## config.mk

```make
export PLATFORM = sky130hd
export DESIGN_NAME = bmpc_core
export DESIGN_NICKNAME = d
export VERILOG_FILES = /design/src/verilog/bmpc_core.v
export VERILOG_INCLUDE_DIRS = /design/src /design/src/verilog
export SDC_FILE = /design/constraint.sdc
export NUM_CORES = 1
export LEC_CHECK = 0
export ABC_AREA = 1
export BUFFER_PORTS_ARGS = -buffer_cell sky130_fd_sc_hd__buf_2
export CORE_ASPECT_RATIO = 0.9
export CORE_MARGIN = 2
export CORE_UTILIZATION = 55
export DETAILED_ROUTE_END_ITERATION = 8
export PLACE_DENSITY = 0.84
export SLEW_MARGIN = 20
export SYNTH_ARGS = -nofsm -noshare
export SYNTH_HDL_FRONTEND = slang
export SYNTH_SLANG_ARGS = --single-unit
```

## constraint.sdc

```tcl
create_clock -name ref_clk_in -period 3.81 [get_ports ref_clk_in]
set_input_delay 0.1905 -clock ref_clk_in [delete_from_list [all_inputs] [get_ports ref_clk_in]]
set_output_delay 0.1905 -clock ref_clk_in [all_outputs]
set_load 0.01 [all_outputs]
```

## src/verilog/bmpc_defines.vh

```
// How it works
// RL1: aux switch follows bias switch register bit
// RL2: software picks wired mode for parallel linear
// RL3: a handover level field sets buck-linear crossover
// RL4: a spacing in buck, c spacing in linear
// RL5: pulse counts split by a/c mode
// RL6: parallel c is never an independent output
// RL7: b modes: 1 buck, 2 linear, 3 both
// RL8: active state uses active target code
// RL9: sleep state switches to sleep target code
// RL10: peak code per energy state
// RL11: start spacing 300 ns times (2k+1)
// RL12: software relaxes spacing limit after startup
// RL13: nonzero cap ends pulse by 70ns(1+4k)
// RL14: software uses on-time cap sparingly
// RL15: software ignores counts while capping
// RL16: b handover level sets buck-linear crossover
// RL17: linear regulators deliver counted pulses
// RL18: b moves to linear near dropout
// RL19: linear b shares b target codes
// RL20: c target: own alone, a target parallel
// RL21: software enables standalone c, mode not wired
// RL22: a moves to linear c near dropout
`ifndef BMPC_DEFINES_VH
`define BMPC_DEFINES_VH

// register indices
`define BMPC_REG_BIAS_SWITCH_REGISTER     4'h0
`define BMPC_REG_A_CTRL      4'h1
`define BMPC_REG_A_SPACING   4'h2
`define BMPC_REG_B_CTRL      4'h3
`define BMPC_REG_B_LIMITS    4'h4
`define BMPC_REG_B_ACT_TGT   4'h5
`define BMPC_REG_B_SLP_TGT   4'h6
`define BMPC_REG_B_PEAK      4'h7
`define BMPC_REG_A_TGT       4'h8
`define BMPC_REG_C_TGT       4'h9
`define BMPC_REG_SYS_CTRL    4'ha
`define BMPC_REG_STATUS      4'hb
`define BMPC_REG_CNT_A_LO    4'hc
`define BMPC_REG_CNT_A_HI    4'hd
`define BMPC_REG_CNT_C_LO    4'he
`define BMPC_REG_CNT_C_HI    4'hf

// mode encodings
`define BMPC_A_MODE_WIRED    3'h3
`define BMPC_B_MODE_BUCK     2'h1
`define BMPC_B_MODE_LINEAR   2'h2
`define BMPC_B_MODE_BOTH     2'h3

// reset values
`define BMPC_RST_BYTE        8'h00
`define BMPC_RST_A_MODE      3'h1
`define BMPC_RST_B_MODE      2'h1

// timing
`define BMPC_CLK_PERIOD_NS   5
`define BMPC_SPACING_UNIT_NS 300
`define BMPC_CAP_UNIT_NS     70
`define BMPC_SPACING_CYC     ((`BMPC_SPACING_UNIT_NS + `BMPC_CLK_PERIOD_NS - 1) / `BMPC_CLK_PERIOD_NS)
`define BMPC_CAP_CYC         (`BMPC_CAP_UNIT_NS / `BMPC_CLK_PERIOD_NS)

`endif

```

## src/verilog/bmpc_core.v

```verilog
// Implementation choices: the plain strobed port and the register offsets.
`timescale 1ns/1ps
`include "bmpc_defines.vh"

module bmpc_core
(
   input  wire        ref_clk_in,
   input  wire        nrst_in,
   input  wire [3:0]  addr_in,
   input  wire [7:0]  wdata_in,
   input  wire        wr_in,
   input  wire        rd_in,
   output reg  [7:0]  rdata_out,
   input  wire        a_pulse_req_in,
   input  wire        b_pulse_req_in,
   input  wire        a_peak_in,
   input  wire        b_peak_in,
   input  wire [3:0]  a_dropout_in,
   input  wire [3:0]  b_dropout_in,
   output wire        aux_switch_on_out,
   output wire        a_switch_pulse_out,
   output wire        c_linear_pulse_out,
   output wire        b_switch_pulse_out,
   output wire        b_linear_pulse_out,
   output reg  [7:0]  b_target_code_out,
   output reg  [3:0]  b_peak_code_out,
   output reg  [7:0]  c_target_code_out,
   output reg         c_independent_out
);

   // ====================================================
   // decode helpers
   // ====================================================
   function [11:0] spacing_cycles;
      input [3:0] code;
      reg   [31:0] full;
      begin
         full           = `BMPC_SPACING_CYC * (2 * code + 1);
         spacing_cycles = full[11:0];
      end
   endfunction

   function [11:0] cap_cycles;
      input [3:0] code;
      reg   [31:0] full;
      begin
         full       = `BMPC_CAP_CYC * (1 + 4 * code);
         cap_cycles = full[11:0];
      end
   endfunction

   // ====================================================
   // registers
   // ====================================================
   reg         aux_switch_control_q;
   reg  [2:0]  buckboost_mode_sel_q;
   reg  [2:0]  a_linear_handover_level_q;
   reg  [3:0]  a_pulse_spacing_limit_q;
   reg  [3:0]  c_linear_pulse_spacing_q;
   reg  [1:0]  buck_b_mode_sel_q;
   reg  [3:0]  b_on_time_cap_q;
   reg  [3:0]  b_pulse_spacing_limit_q;
   reg  [3:0]  b_linear_handover_level_q;
   reg  [7:0]  b_active_target_q;
   reg  [7:0]  b_sleep_target_q;
   reg  [3:0]  b_peak_code_q;
   reg  [3:0]  b_sleep_peak_code_q;
   reg  [7:0]  a_output_target_q;
   reg  [7:0]  c_target_q;
   reg         c_standalone_enable_q;
   reg         sleep_power_state_q;
   reg  [15:0] a_charge_count_q;
   reg  [15:0] c_charge_count_q;

   always @(posedge ref_clk_in)
   begin
      if (!nrst_in)
      begin
         aux_switch_control_q      <= 1'b0;
         buckboost_mode_sel_q      <= `BMPC_RST_A_MODE;
         a_linear_handover_level_q <= 3'h0;
         a_pulse_spacing_limit_q   <= 4'h0;
         c_linear_pulse_spacing_q  <= 4'h0;
         buck_b_mode_sel_q         <= `BMPC_RST_B_MODE;
         b_on_time_cap_q           <= 4'h0;
         b_pulse_spacing_limit_q   <= 4'h0;
         b_linear_handover_level_q <= 4'h0;
         b_active_target_q         <= `BMPC_RST_BYTE;
         b_sleep_target_q          <= `BMPC_RST_BYTE;
         b_peak_code_q             <= 4'h0;
         b_sleep_peak_code_q       <= 4'h0;
         a_output_target_q         <= `BMPC_RST_BYTE;
         c_target_q                <= `BMPC_RST_BYTE;
         c_standalone_enable_q     <= 1'b0;
         sleep_power_state_q       <= 1'b0;
      end
      else if (wr_in)
      begin
         case (addr_in)
            `BMPC_REG_BIAS_SWITCH_REGISTER:
               aux_switch_control_q <= wdata_in[0];
            `BMPC_REG_A_CTRL:
            begin
               buckboost_mode_sel_q      <= wdata_in[2:0];
               a_linear_handover_level_q <= wdata_in[6:4];
            end
            `BMPC_REG_A_SPACING:
            begin
               a_pulse_spacing_limit_q  <= wdata_in[3:0];
               c_linear_pulse_spacing_q <= wdata_in[7:4];
            end
            `BMPC_REG_B_CTRL:
            begin
               buck_b_mode_sel_q <= wdata_in[1:0];
               b_on_time_cap_q   <= wdata_in[7:4];
            end
            `BMPC_REG_B_LIMITS:
            begin
               b_pulse_spacing_limit_q   <= wdata_in[3:0];
               b_linear_handover_level_q <= wdata_in[7:4];
            end
            `BMPC_REG_B_ACT_TGT: b_active_target_q <= wdata_in;
            `BMPC_REG_B_SLP_TGT: b_sleep_target_q  <= wdata_in;
            `BMPC_REG_B_PEAK:
            begin
               b_peak_code_q       <= wdata_in[3:0];
               b_sleep_peak_code_q <= wdata_in[7:4];
            end
            `BMPC_REG_A_TGT: a_output_target_q <= wdata_in;
            `BMPC_REG_C_TGT: c_target_q        <= wdata_in;
            `BMPC_REG_SYS_CTRL:
            begin
               c_standalone_enable_q <= wdata_in[0];
               sleep_power_state_q   <= wdata_in[1];
            end
            default: ;
         endcase
      end
   end

   assign aux_switch_on_out = aux_switch_control_q; // see RL1

   // ====================================================
   // input synchronisers
   // ====================================================
   reg  [11:0] sync1_q;
   reg  [11:0] sync2_q;

   // multi-bit dropout codes are slow analog levels; a torn sample only
   // shifts the handover decision by one pulse
   always @(posedge ref_clk_in)
   begin
      if (!nrst_in)
      begin
         sync1_q <= 12'h000;
         sync2_q <= 12'h000;
      end
      else
      begin
         sync1_q <= {b_dropout_in, a_dropout_in, b_peak_in, a_peak_in,
                     b_pulse_req_in, a_pulse_req_in};
         sync2_q <= sync1_q;
      end
   end

   wire [1:0] req_s  = sync2_q[1:0];
   wire [1:0] peak_s = sync2_q[3:2];
   wire [3:0] a_drop = sync2_q[7:4];
   wire [3:0] b_drop = sync2_q[11:8];

   // ====================================================
   // mode selection
   // ====================================================
   wire a_parallel = (buckboost_mode_sel_q == `BMPC_A_MODE_WIRED);
   // dropout below the handover level means the linear path takes over
   wire a_want_lin = a_parallel && ({1'b0, a_linear_handover_level_q} > a_drop); // see RL3, RL22
   wire b_buck_ok  = (buck_b_mode_sel_q == `BMPC_B_MODE_BUCK) ||
                     (buck_b_mode_sel_q == `BMPC_B_MODE_BOTH);
   wire b_want_lin = (buck_b_mode_sel_q == `BMPC_B_MODE_LINEAR) ||
                     ((buck_b_mode_sel_q == `BMPC_B_MODE_BOTH) &&
                      (b_linear_handover_level_q > b_drop)); // see RL7, RL16, RL18
   wire b_enabled  = b_buck_ok || b_want_lin; // see RL7

   always @(posedge ref_clk_in)
   begin
      if (!nrst_in)
      begin
         b_target_code_out <= `BMPC_RST_BYTE;
         b_peak_code_out   <= 4'h0;
         c_target_code_out <= `BMPC_RST_BYTE;
         c_independent_out <= 1'b0;
      end
      else
      begin
         // one code feeds both the buck and the linear b path
         b_target_code_out <= sleep_power_state_q ? b_sleep_target_q
                                                  : b_active_target_q; // see RL8, RL9, RL19
         b_peak_code_out   <= sleep_power_state_q ? b_sleep_peak_code_q
                                                  : b_peak_code_q; // see RL10
         c_target_code_out <= a_parallel ? a_output_target_q : c_target_q; // see RL20
         c_independent_out <= c_standalone_enable_q && !a_parallel; // see RL6
      end
   end

   // ====================================================
   // pulse engines: channel 0 is a/c, channel 1 is b
   // ====================================================
   localparam ST_IDLE = 2'b01;
   localparam ST_ON   = 2'b10;

   wire [1:0]  chan_en  = {b_enabled, 1'b1};
   wire [1:0]  want_lin = {b_want_lin, a_want_lin};
   wire [7:0]  cap_code = {b_on_time_cap_q, 4'h0};
   wire [1:0]  pulse_w;
   wire [1:0]  lin_w;
   wire [1:0]  start_w;

   genvar gi;
   generate
      for (gi = 0; gi < 2; gi = gi + 1)
      begin : g_chan
         reg  [1:0]  state_q;
         reg  [11:0] gap_q;
         reg  [11:0] on_q;
         reg         lin_q;
         wire [3:0]  sp_code;
         wire [3:0]  cap_k = cap_code[gi*4 +: 4];
         wire        start = (state_q == ST_IDLE) && chan_en[gi] && req_s[gi] &&
                             (gap_q == 12'h000);
         wire        cap_hit = (cap_k != 4'h0) &&
                               (on_q >= cap_cycles(cap_k) - 12'h001); // see RL13

         if (gi == 0)
         begin : g_a
            // buck uses its own spacing, linear c uses its own
            assign sp_code = a_want_lin ? c_linear_pulse_spacing_q
                                        : a_pulse_spacing_limit_q; // see RL4
         end
         else
         begin : g_b
            assign sp_code = b_pulse_spacing_limit_q;
         end

         always @(posedge ref_clk_in)
         begin
            if (!nrst_in)
            begin
               state_q <= ST_IDLE;
               gap_q   <= 12'h000;
               on_q    <= 12'h000;
               lin_q   <= 1'b0;
            end
            else
            begin
               // gap counts from pulse start, so spacing is start to start
               if (start)
                  gap_q <= spacing_cycles(sp_code) - 12'h001; // see RL11
               else if (gap_q != 12'h000)
                  gap_q <= gap_q - 12'h001;
               case (state_q)
                  ST_IDLE:
                  begin
                     on_q <= 12'h000;
                     if (start)
                     begin
                        state_q <= ST_ON;
                        // path frozen for the pulse so counts land in one bank
                        lin_q   <= want_lin[gi];
                     end
                  end
                  ST_ON:
                  begin
                     on_q <= on_q + 12'h001;
                     if (peak_s[gi] || cap_hit)
                        state_q <= ST_IDLE;
                  end
                  default: state_q <= ST_IDLE;
               endcase
            end
         end

         // linear paths deliver the same bounded pulses as the switcher
         assign pulse_w[gi] = (state_q == ST_ON); // see RL17
         assign lin_w[gi]   = lin_q;
         assign start_w[gi] = start;
      end
   endgenerate

   assign a_switch_pulse_out = pulse_w[0] & ~lin_w[0];
   assign c_linear_pulse_out = pulse_w[0] &  lin_w[0]; // see RL22
   assign b_switch_pulse_out = pulse_w[1] & ~lin_w[1];
   assign b_linear_pulse_out = pulse_w[1] &  lin_w[1]; // see RL18

   // ====================================================
   // charge counters
   // ====================================================
   // counts saturate rather than wrap so a stale read is never low
   always @(posedge ref_clk_in)
   begin
      if (!nrst_in)
      begin
         a_charge_count_q <= 16'h0000;
         c_charge_count_q <= 16'h0000;
      end
      else if (start_w[0])
      begin
         if (a_want_lin)
         begin
            if (c_charge_count_q != 16'hffff)
               c_charge_count_q <= c_charge_count_q + 16'h0001; // see RL5
         end
         else if (a_charge_count_q != 16'hffff)
            a_charge_count_q <= a_charge_count_q + 16'h0001; // see RL5
      end
   end

   // ====================================================
   // read port
   // ====================================================
   wire [7:0] status_w = {2'b00, c_independent_out, a_parallel,
                          lin_w[1], lin_w[0], pulse_w[1], pulse_w[0]};
   reg  [7:0] rd_d;

   always @*
   begin
      case (addr_in)
         `BMPC_REG_BIAS_SWITCH_REGISTER:   rd_d = {7'h00, aux_switch_control_q};
         `BMPC_REG_A_CTRL:    rd_d = {1'b0, a_linear_handover_level_q, 1'b0,
                                      buckboost_mode_sel_q};
         `BMPC_REG_A_SPACING: rd_d = {c_linear_pulse_spacing_q, a_pulse_spacing_limit_q};
         `BMPC_REG_B_CTRL:    rd_d = {b_on_time_cap_q, 2'b00, buck_b_mode_sel_q};
         `BMPC_REG_B_LIMITS:  rd_d = {b_linear_handover_level_q, b_pulse_spacing_limit_q};
         `BMPC_REG_B_ACT_TGT: rd_d = b_active_target_q;
         `BMPC_REG_B_SLP_TGT: rd_d = b_sleep_target_q;
         `BMPC_REG_B_PEAK:    rd_d = {b_sleep_peak_code_q, b_peak_code_q};
         `BMPC_REG_A_TGT:     rd_d = a_output_target_q;
         `BMPC_REG_C_TGT:     rd_d = c_target_q;
         `BMPC_REG_SYS_CTRL:  rd_d = {6'h00, sleep_power_state_q, c_standalone_enable_q};
         `BMPC_REG_STATUS:    rd_d = status_w;
         `BMPC_REG_CNT_A_LO:  rd_d = a_charge_count_q[7:0];
         `BMPC_REG_CNT_A_HI:  rd_d = a_charge_count_q[15:8];
         `BMPC_REG_CNT_C_LO:  rd_d = c_charge_count_q[7:0];
         `BMPC_REG_CNT_C_HI:  rd_d = c_charge_count_q[15:8];
         default:             rd_d = 8'h00;
      endcase
   end

   // data stands only in the cycle after the strobe
   always @(posedge ref_clk_in)
   begin
      if (!nrst_in)
         rdata_out <= 8'h00;
      else if (rd_in)
         rdata_out <= rd_d;
      else
         rdata_out <= 8'h00;
   end

endmodule // bmpc_core

```

; ---- Yosys cells after proc, flatten, opt, wreduce, memory -nomap -nowiden
; Cells that the tools add are included.
[totals]
register_bits = 198
out_inout_bits = 34
elab_cells = 143
[op_classes]
n_addsub = 11
mul = 3
order_cmp = 3
n_eq_ne = 29
n_mux = 16
bitwise = 7
reduce_logical = 41
[ops]
columns = cell, count
row1 = $pmux W8 S16, 1
row2 = $mux W12, 4
row3 = $sub A12 B1 Y12 const B, 4
row4 = $add A16 B1 Y16 const B, 2
row5 = $eq A4 B4 Y1 const B, 8
row6 = $ne A16 B16 Y1 const B, 2
row7 = $reduce_and A2 Y1, 16
row8 = $logic_not A12 Y1, 2
row9 = $pmux W12 S2, 1
row10 = $reduce_bool A12 Y1, 2
row11 = $mul A4 B6 Y10 const A, 2
row12 = $eq A4 B3 Y1 const B, 4
row13 = $mux W8, 2
row14 = $add A12 B1 Y12 const B, 1
row15 = $add A5 B1 Y6 const B, 2
row16 = $ge A12 B12 Y1, 1
row17 = $sub A11 B1 Y12 const B, 1
row18 = $mul A3 B7 Y10 const A, 1
row19 = $logic_and A1 B1 Y1, 9
row20 = $eq A2 B2 Y1 const B, 4
row21 = $eq A4 B2 Y1 const B, 2
row22 = $mux W2, 4
row23 = $mux W4, 2
row24 = $pmux W2 S2, 2
row25 = 16 further kinds, 31

; ---- Longest topological paths before layout
; Gate-level depths: netlist of run 1.
[depth]
ltp_word = 9
ltp_mapped = 21
depth_no_buf = 21

; ---- Worst setup path before layout of run 1
; No wires, ideal clock.
[synth_path]
kind = register to register
start = register a_linear_handover_level_q[0]
end = register g_chan[0].gap_q[9]
setup_ps = 116
arrival_time_ps = 3547
slack_ps = 147
path_stages_with_launch = 21
path_buffers = 0
synth_period_minus_slack_ps = 3663
cell_sequence = dfxtp_1 > inv_1 > ha_1 > nand2_1 > nor2_1 > nor3_1 > nand2_2 > nand2_1 > o21ai_1 > fa_1 > inv_1 > fa_1 > inv_1 > ha_1 > a21oi_1 > nand2_1 > a21oi_1 > inv_1 > or2_2 > nand3_1 > a21oi_1
[synth_via]
elab_chain_cells = 7
[synth_lines]
columns = element, line_no
row1 = from (decl), bmpc_core.v:57  ; reg [2:0] a_linear_handover_level_q;
row2 = from (signal assigned), bmpc_core.v:105  ; a_linear_handover_level_q <= wdata_in[6:4];
row3 = $gt A3 B4 Y1, bmpc_core.v:176  ; wire a_want_lin = a_parallel && ({1'b0, a_linear_handover_level_q} > a_drop);
row4 = $logic_and A1 B1 Y1, bmpc_core.v:176
row5 = $mux W4, bmpc_core.v:236  ; assign sp_code = a_want_lin ? c_linear_pulse_spacing_q
row6 = $add A5 B1 Y6, bmpc_core.v:38  ; full = `BMPC_SPACING_CYC * (2 * code + 1);
row7 = $mul A4 B6 Y10 (no source line), --
row8 = $sub A12 B1 Y12, bmpc_core.v:257  ; gap_q <= spacing_cycles(sp_code) - 12'h001;
row9 = $mux W12, bmpc_core.v:256  ; if (start)
row10 = to (signal assigned), bmpc_core.v:257
row11 = to (signal assigned), bmpc_core.v:259  ; gap_q <= gap_q - 12'h001;
row12 = to (decl), bmpc_core.v:223  ; reg [11:0] gap_q;
; No other way between the ends.
; A chain may end at the register's enable or synchronous reset.

; ---- Worst setup path after layout of run 1
[layout_path]
start = register a_linear_handover_level_q[0]
end = register g_chan[0].gap_q[10]
; The elaborated chain is that of the path after synthesis.

==> results of run 1 <==
[worst max-delay path by stage]
stage	cells past startpoint	end	startpoint	slack, ns
floorplan	20	g_chan[0].gap_q[9]$_SDFFE_PN0P_	a_linear_handover_level_q[0]$_SDFFE_PN0P_	0.15
global placement	20	g_chan[0].gap_q[9]$_SDFFE_PN0P_	a_linear_handover_level_q[0]$_SDFFE_PN0P_	0.13
detailed placement	20	g_chan[0].gap_q[9]$_SDFFE_PN0P_	a_linear_handover_level_q[0]$_SDFFE_PN0P_	-0.09
CTS	20	g_chan[0].gap_q[9]$_SDFFE_PN0P_	a_linear_handover_level_q[0]$_SDFFE_PN0P_	0.02
global route	21	g_chan[0].gap_q[11]$_SDFFE_PN0P_	a_linear_handover_level_q[0]$_SDFFE_PN0P_	-0.04
finish	21	g_chan[0].gap_q[10]$_SDFFE_PN0P_	a_linear_handover_level_q[0]$_SDFFE_PN0P_	0.13
[cells by family (layout without fill, tap and decap cells)]
logic type / after synthesis / after routing / share of synthesized area [%]
AND/OR/NAND/NOR: 476 / 477 / 20.02
AO/OA/AOI/OAI: 346 / 346 / 17.94
buffers and inverters: 270 / 347 / 9.927
flip-flops: 198 / 198 / 37.94
adder cells (fa/ha/maj): 76 / 76 / 10.03
XOR/XNOR: 49 / 49 / 4.107
other: 1 / 3 / 0.03589
[state kept, by name, indices dropped and copies added, names as in the netlist, 8 cells and up]
register,cells
c_target_code_out,8
g_chan.on_q,12
c_target_q,8
a_charge_count_q,16
b_active_target_q,8
c_charge_count_q,16
rdata_out,8
b_sleep_target_q,8
sync2_q,12
b_target_code_out,8
a_output_target_q,8
sync1_q,12
g_chan.gap_q,24
[power by group]
| part | total [mW] | internal, mW | switching (mW) |
|---|---|---|---|
| clock network | 1.86 | 0.948 | 0.910 |
| registers | 2.31 | 2.21 | 0.102 |
| logic | 0.964 | 0.359 | 0.605 |
| total | 5.13 | 3.51 | 1.62 |
[through the flow]
step | utilization (%) | hold WS (ns)
after floorplan | - | 0.2881
after global placement | 59.14 | 0.3801
after detailed placement | 59.14 | 0.3793
after CTS | 63.36 | 0.04475
after global routing | 63.64 | 0.05921
final | 63.65 | 0.05070
[cells in the final DEF (no fill, tap or decap), types with 3 or more instances in the layout]
master	count
clkinv_8	5
nand2_1	231
nand3_1	79
nor3_1	28
inv_6	4
a31oi_1	6
inv_2	10
clkbuf_16	17
a211oi_1	6
nand3_2	3
o22ai_1	36
buf_4	13
fa_1	13
dfxtp_1	197
buf_2	61
nor2_4	3
or2_2	3
dlygate4sd3_1	12
nand2_2	5
o21ai_0	106
xor2_1	42
nand4_1	9
nor2_1	100
ha_1	61
a21oi_2	10
xnor2_1	7
a21oi_1	155
nor4_1	4
o21ai_1	10
a22oi_1	4
inv_1	219
[layout make-up]
| cell class | count | area share [%] |
|---|---|---|
| inverters | 229 | 7.290 |
| clock buffers | 18 | 3.640 |
| diodes | 1 | 0.02122 |
| flip-flops and latches | 198 | 33.63 |
| repair buffers | 86 | 4.435 |
| well taps | 245 | 2.600 |
| clock inverters | 14 | 1.570 |
| multi-input cells | 950 | 46.82 |
[repair_timing]
item                                   in CTS  in global routing
hold buffers                               12                  0
endpoints found under the hold margin      12                  0
cloned                                      1                  0
setup endpoints to repair                   1                  5
resized for setup                           3                 12
setup buffers                               3                  1
pin swaps                                   3                 10
[metal layers]
| metal | GRT usage (%) | vias to the layer above | wire (um) |
|---|---|---|---|
| met4 | 8.466 | 0 | 564 |
| met2 | 44.78 | 408 | 12690 |
| met5 | 0 | - | 0 |
| met1 | 34.93 | 4498 | 11120 |
| met3 | 5.912 | 58 | 2444 |
| li1 | - | 4769 | - |
==> metrics, run 1 <==
status=finished, final reports clean; Sequential Area=just under 0.004 mm^2; fin crit period=approximately 3.7 ns; die area=about 0.020 mm^2; Netlist cell types=48; Synth area leaders=dfxtp_1 (38%), nand2_1 (8.3%), inv_1 (7.9%), ha_1 (7.5%), a21oi_1 (7.5%); most frequent cell after synthesis=nand2_1; Routed wire per std cell=around 15 um; floorplan row count=47; CORE AREA=0.01852 mm^2; Finish-stage setup viols=0; clock-pin slew on the worst setup and hold paths=around 0.080 ns; worst hold stages=2; Largest delay share family, worst path=adder cells; crit-path max cell delay=0.50 ns; dpl cell area=0.01095 mm^2; hold-critical path endpoint=g_chan[1].state_q[0]$_SDFFE_PN1P_; Clock Skews=around 0.01 ns; via count=roughly 10,000; Final HPWL DP=18,830 um; Synth Flop Type=dfxtp_1; crit-path max FO=6; clock buffer count from CTS=17; Clock Path Buffers=2; crit path DAT=about 4.0 ns; Initial Util=approximately 56%; Clock Root Buffer=clkbuf_16; Post-Layout Cell Count=1,741; asr flop ratio synth=0%; Cell Pwr Density=435.0 mW/mm^2; clock latency on the worst-skew pair=about 0.45 ns; final wirelength=between 20,000 and 30,000 um; sequential fraction of the synthesis area=~38%; multi-input logic area=between 0.005 and 0.006 mm^2; number of global-route vias before repair=between 9,000 and 10,000; Clock Sinks=~200; post-route setup slack=between 0.1 and 0.15 ns; total grt overflow=0; fillers=1,606; Peak VDD IR=about 0.00033 V; total power=5.129 mW; Cells after Synth=1,416; nets@finish=~1,600; EDFF count, synth=0; CP Capture Type=flop; Die Width=between 100 and 150 um; Synth Warn #=0; finished layout cell area=~0.012 mm^2; Max Cap Viol=0; Area Overhead vs Synth=12.85%; IO Count=between 60 and 70; Reg-to-Reg Start=a_linear_handover_level_q[0]$_SDFFE_PN0P_; ratio of final minimum period to clock period=96.63%; CP Buf/Inv Count=5; Yosys top cell area share=37.94%; H-tree level count=4; crit-path cells=inv_1 > ha_1 > nand2_1 > nor2_1 > nor3_2 > nand2_2 > buf_4 > o21ai_4 > buf_4 > inv_1 > fa_1 > inv_1 > ha_1 > ha_4 > nand3_1 > nand3_1 > a31oi_1 > a21oi_1 > o21ai_0 > nand2_1 > nor2_1; Commonest cells post-synth=nand2_1 (232), inv_1 (220), dfxtp_1 (198); Least-Margin Pin Slew=roughly 0.77 ns; # DRC=0; Port Buffers=between 60 and 70; cell mode on critical path=inv_1; Initial DRT Pass Iterations=8; R2R cell count=21; worst reg2reg endpoint=g_chan[0].gap_q[10]$_SDFFE_PN0P_; R2R setup slack=about 0.13 ns; Yosys reg bits=about 200; worst path required time=4.12 ns; CP max stage cell=fa_1; WS Path Type=reg2reg; Synth Cell Area=between 0.01 and 0.015 mm^2; leakage=5.108 nW; Final Max Tran Viols=0; fmax=approximately 270 MHz; placed cells=about 1,700; hold path start=nrst_in; antenna-violating nets left=0; pre-CTS setup slack=-0.08979 ns; layout cells sized above 1=between 10% and 20%; Fin Setup TNS=0 ns; CTS tree=done; Hold Crit Class=in2reg; largest net degree at the start of global routing=62; first-pass GRT wire length=~43,000 um; top cell type by total area after synthesis=dfxtp_1; Starting DRT DRC Count=990; die height=approximately 130 um; initial antenna violation count=1; critical path launch point type=flop; Via density=around 5.6; Max-slew headroom=between 40% and 50%; final hold violations=0; mean post-synth cell area=around 7.4 um^2; Total GRT Usage=between 20% and 30%; Routability Congestion=0.9490
Power figures use the tool's default switching activity.
==> run 2, diff against run 1 <==
GPL_ROUTABILITY_DRIVEN = 0   (was unset)
REMOVE_ABC_BUFFERS = 1   (was unset)
==> run 2 against run 1 <==
Effect of this change: flip-flop and latch count is the same; register-to-register slack gained 0.07 ns; count of clock-buffer cells in the layout is the same; setup slack gained 0.074 ns; clock power is essentially flat; largest power group unchanged.
==> metrics, run 2 (synthesis gave the netlist of run 1 again) <==
status=finished, final reports clean; crit-path max FO=7; total grt overflow=0; initial antenna violation count=0; CTS tree=done; CP Capture Type=flop; via count=slightly below 10,000; Clock Root Buffer=clkbuf_16; Area Overhead vs Synth=12.37%; antenna-violating nets left=0; # diodes=0; final hold violations=0; Final Max Tran Viols=0; fillers=around 1,600; Routed wire per std cell=around 15 um; top flop regs=g_chan.gap_q (24), a_charge_count_q (16), c_charge_count_q (16); Max-slew headroom=42.50%; most flop-heavy register=g_chan.gap_q; Finish-stage setup viols=0; # DRC=0; leakage=5.099 nW; first-pass GRT wire length=around 43,000 um; ratio of final minimum period to clock period=94.69%; total power=around 5 mW; crit path DAT=3.95 ns; WS Path Type=reg2reg; Fin Setup TNS=0 ns; Clock Path Buffers=2; Clock Sinks=about 200; Post-CTS Setup Repair Bufs=0; Finished Core Util=a little under two thirds; Largest register FFs=24; Total GRT Usage=a little over a quarter; Cell Pwr Density=approximately 440 mW/mm^2; fin crit period=~3.6 ns; CORE AREA=~0.019 mm^2; IO Count=62; Fin Hold WS=0.1152 ns; Clock Skews=0.01032 ns; H-tree level count=4; Initial DRT Pass Iterations=5; clock-pin slew on the worst setup and hold paths=roughly 0.080 ns; die height=~130 um; floorplan row count=47; worst path required time=between 4 and 5 ns; layout cells sized above 1=roughly a tenth; most frequent cells in the layout=nand2_1 (230), inv_1 (220), dfxtp_1 (197), a21oi_1 (156), o21ai_0 (107); Starting DRT DRC Count=between 900 and 1,000; clock latency on the worst-skew pair=between 0.4 and 0.5 ns; critical path launch point type=flop; Initial Util=between 50% and 60%; final wirelength=between 20,000 and 30,000 um; Via density=approximately 5.6; Peak VDD IR=0.0002844 V; commonest non-fill, non-tap cell in the layout=nand2_1; Port Buffers=61; largest net degree at the start of global routing=59; nets@finish=between 1,500 and 2,000; fmax=277.2 MHz; Final HPWL DP=approximately 19,000 um; Least-Margin Pin Slew=0.8614 ns; die area=approximately 0.020 mm^2; clock buffer count from CTS=17; Max Cap Viol=0; Hold Crit Class=in2reg; Die Width=around 150 um; number of global-route vias before repair=8,880
==> run 2: cell types whose count changed in the layout (fill, tap and decap cells not counted), moves of 2 or more <==
cell | previous run | this run
o21ai_2 | 1 | 3
o21ai_1 | 10 | 8
buf_4 | 13 | 10
a21oi_2 | 10 | 8
==> run 2: layer usage <==
metal	up-vias	routed length (um)	GRT usage (%)
li1	4746	-	-
met1	4409	11450	35.87
met2	475	11840	42.45
met3	77	2652	6.014
met4	0	813	10.74
met5	-	0	0
==> run 2: path summary, 6_finish.rpt <==
check	start	slack [ns]	cells after the start	endpoint
min	wdata_in[3]	0.12	3	b_peak_code_q[3]$_SDFFE_PN0P_
max	a_linear_handover_level_q[0]$_SDFFE_PN0P_	0.20	20	g_chan[0].gap_q[9]$_SDFFE_PN0P_
max reg2reg	a_linear_handover_level_q[0]$_SDFFE_PN0P_	0.20	20	g_chan[0].gap_q[9]$_SDFFE_PN0P_
min reg2reg	sync1_q[10]$_SDFF_PN0_	0.42	2	sync2_q[10]$_SDFF_PN0_
==> run 2: critical path: stages (launching register included) <==
cell and delay (ns):
dfxtp_2 0.34, inv_1 0.05, ha_1 0.28, nand2_1 0.07
nor2_1 0.05, nor3_2 0.13, nand2_2 0.16, nand2_2 0.10
o21ai_2 0.07, fa_1 0.54, inv_1 0.05, fa_1 0.50
inv_1 0.07, ha_4 0.27, a21oi_4 0.16, nand2_2 0.09
a21oi_1 0.13, inv_1 0.06, or2_2 0.26, nand3_1 0.07
a21oi_1 0.06
==> run 2: cell type report <==
type / count / area [um^2] / share of cell area [%]
clock buffer: 18 / 439.2 / 3.740
multi-input combinational: 949 / 5497 / 46.81
tap: 245 / 306.5 / 2.611
clock inverter: 14 / 178.9 / 1.524
inverter: 229 / 859.6 / 7.321
timing repair buffer: 82 / 495.5 / 4.220
sequential: 198 / 3965 / 33.77
==> run 2: repair_timing <==
action	CTS	global route
pin swaps	0	1
endpoints found under the hold margin	12	0
hold buffers	12	0
resized for setup	1	9
setup endpoints to repair	1	3
==> run 2: through the flow <==
stage,instances,cell area (um^2),worst slack (ns)
after floorplan,1376,10270,0.1450
after global placement,1691,10960,0.1859
after detailed placement,1691,10960,0.07991
after CTS,1735,11700,0.05339
after global routing,1735,11740,-0.008847
final,1735,11740,0.2025
==> run 2: power breakdown <==
part           internal [mW]  switching, mW
Sequential              2.21         0.0987
Combinational          0.358          0.604
Clock                  0.959          0.895
Total                   3.52           1.60
==> run 3, diff against run 2 <==
RECOVER_POWER = 50   (was unset)
==> run 3 against run 2 <==
Effect of this change: routed wire length decreased by 0.16%; design area down 0.41%; final cell count did not move; setup slack hardly changed; clock power hardly changed; non-clock buffer count did not move; total power is essentially flat; sequential share of layout area is 0.14 points higher; global-route usage did not move; critical path type unchanged; fmax is essentially flat; critical endpoint unchanged.
==> metrics, run 3 (synthesis gave the netlist of run 1 again) <==
top flop regs=g_chan.gap_q (24), a_charge_count_q (16), c_charge_count_q (16); # diodes=0; Area Overhead vs Synth=11.91%; Port Buffers=between 60 and 70; leakage=about 5.0 nW; total power=5.118 mW; via count=~9,700; fillers=roughly 1,600; ratio of final minimum period to clock period=between 90% and 100%; CTS tree=done; die area=just over 0.02 mm^2; met3 Resource Use GR=6.014%; GRT met2 Usage=a little over two fifths; Largest delay share family, worst path=adder cells; critical path launch point type=flop; Fin Setup TNS=0 ns; Initial Util=56.41%; Final Max Tran Viols=0; clock buffer count from CTS=17; crit-path max FO=7; crit path DAT=3.95 ns; Max-slew headroom=0.8793%; Clock Path Buffers=2; Total GRT Usage=a little over a quarter; final wirelength=between 20,000 and 30,000 um; fin crit period=3.608 ns; Hold Crit Class=in2reg; Crit path depth=20; Clock Root Buffer=clkbuf_16; Die Width=around 150 um; initial antenna violation count=0; Least-Margin Pin Slew=1.487 ns; most frequent cells in the layout=nand2_1 (230), inv_1 (220), dfxtp_1 (197), a21oi_1 (156), o21ai_0 (108); H-tree level count=4; most flop-heavy register=g_chan.gap_q; Clock Sinks=198; total grt overflow=0; WS Path Type=reg2reg; Routed wire per std cell=between 15 and 20 um; number of global-route vias before repair=roughly 9,000; largest net degree at the start of global routing=59; clock latency on the worst-skew pair=about 0.45 ns; placed cells=between 1,500 and 2,000; crit-path max cell delay=around 0.54 ns; Max Cap Viol=0; Starting DRT DRC Count=around 1,000; worst path required time=between 4 and 5 ns; Fin Hold WS=about 0.11 ns; GR peak layer=met2; Peak VDD IR=0.0002852 V; Via density=about 5.6; # DRC=0; R2R cell count=20; CORE AREA=0.01852 mm^2; CP Buf/Inv Count=4; cell mode on critical path=inv_1; die height=about 130 um; Cell Pwr Density=roughly 440 mW/mm^2; Finish-stage setup viols=0; nets@finish=1,581; floorplan row count=47; final hold violations=0; worst hold stages=3; Initial DRT Pass Iterations=6; CP Capture Type=flop; Clock Skews=around 0.009 ns; first-pass GRT wire length=43,070 um; Final HPWL DP=roughly 19,000 um; crit-path cells=inv_1 > ha_1 > nand2_1 > nor2_1 > nor3_2 > nand2_2 > nand2_2 > o21ai_2 > fa_1 > inv_1 > fa_1 > inv_1 > ha_4 > a21oi_4 > nand2_2 > a21oi_1 > inv_1 > or2_2 > nand3_1 > a21oi_1; Post-Layout Cell Count=1,735; IO Count=slightly above 60; antenna-violating nets left=0; CP max stage cell=fa_1; Largest register FFs=24; GR Util met1=a little over a third; layout cells sized above 1=between 7 and 8%; status=finished, final reports clean; fmax=approximately 280 MHz; clock-pin slew on the worst setup and hold paths=0.08 ns; commonest non-fill, non-tap cell in the layout=nand2_1
run 3: changes by cell type in the layout (fill, tap and decap cells not counted):
cell,previous run,this run
clkinv_1,0,1
buf_4,10,7
o21ai_0,107,108
clkbuf_2,0,1
buf_2,60,30
clkbuf_1,0,32
inv_2,9,8
o21ai_1,8,7
run 3: per-layer routing:
layer	routed length [um]	vias to the layer above
met1	11490	4391
met2	11820	455
li1	-	4756
met4	854	0
met5	0	-
met3	2550	73
run 3: power by group:
group	internal [mW]	leakage (nW)	switching, mW
combinational	0.356	3.05	0.604
clock	0.959	0.298	0.895
sequential	2.21	1.61	0.0987
run 3: path summary, 6_finish.rpt:
path	start	slack [ns]	endpoint
worst max register to register	a_linear_handover_level_q[0]$_SDFFE_PN0P_	0.20	g_chan[0].gap_q[9]$_SDFFE_PN0P_
worst min register to register	sync1_q[10]$_SDFF_PN0_	0.42	sync2_q[10]$_SDFF_PN0_
worst max-delay path	a_linear_handover_level_q[0]$_SDFFE_PN0P_	0.20	g_chan[0].gap_q[9]$_SDFFE_PN0P_
worst min-delay path	wdata_in[3]	0.11	b_peak_code_q[3]$_SDFFE_PN0P_
run 3: repair_timing:
item / CTS / global route
setup buffers: 0 / 0
pin swaps: 0 / 1
endpoints found under the hold margin: 12 / 0
endpoints found under the setup margin: 1 / 3
hold buffers: 12 / 0
resized for setup: 1 / 9
run 3: layout make-up:
class                      count  area (um^2)  share of cell area (%)
clock inverter                14        178.9                   1.530
inverter                     229        859.6                   7.351
tap                          245        306.5                   2.621
multi-input combinational    949         5497                   47.00
sequential                   198         3965                   33.91
clock buffer                  18        439.2                   3.756
timing repair buffer          82        447.9                   3.831
run 3: metrics by stage:
stage	setup slack [ns]	area [um^2]	util, %
floorplan	0.1450	10270	-
CTS	0.05339	11700	63.16
global placement	0.1859	10960	59.15
finish	0.2022	11690	63.13
detailed placement	0.07991	10960	59.15
global route	-0.008899	11690	63.13
run 3: worst min-delay path, cell delays in order:
cell	delay (ns)
buf_2	0.17
nand3_1	0.10
a21oi_1	0.06
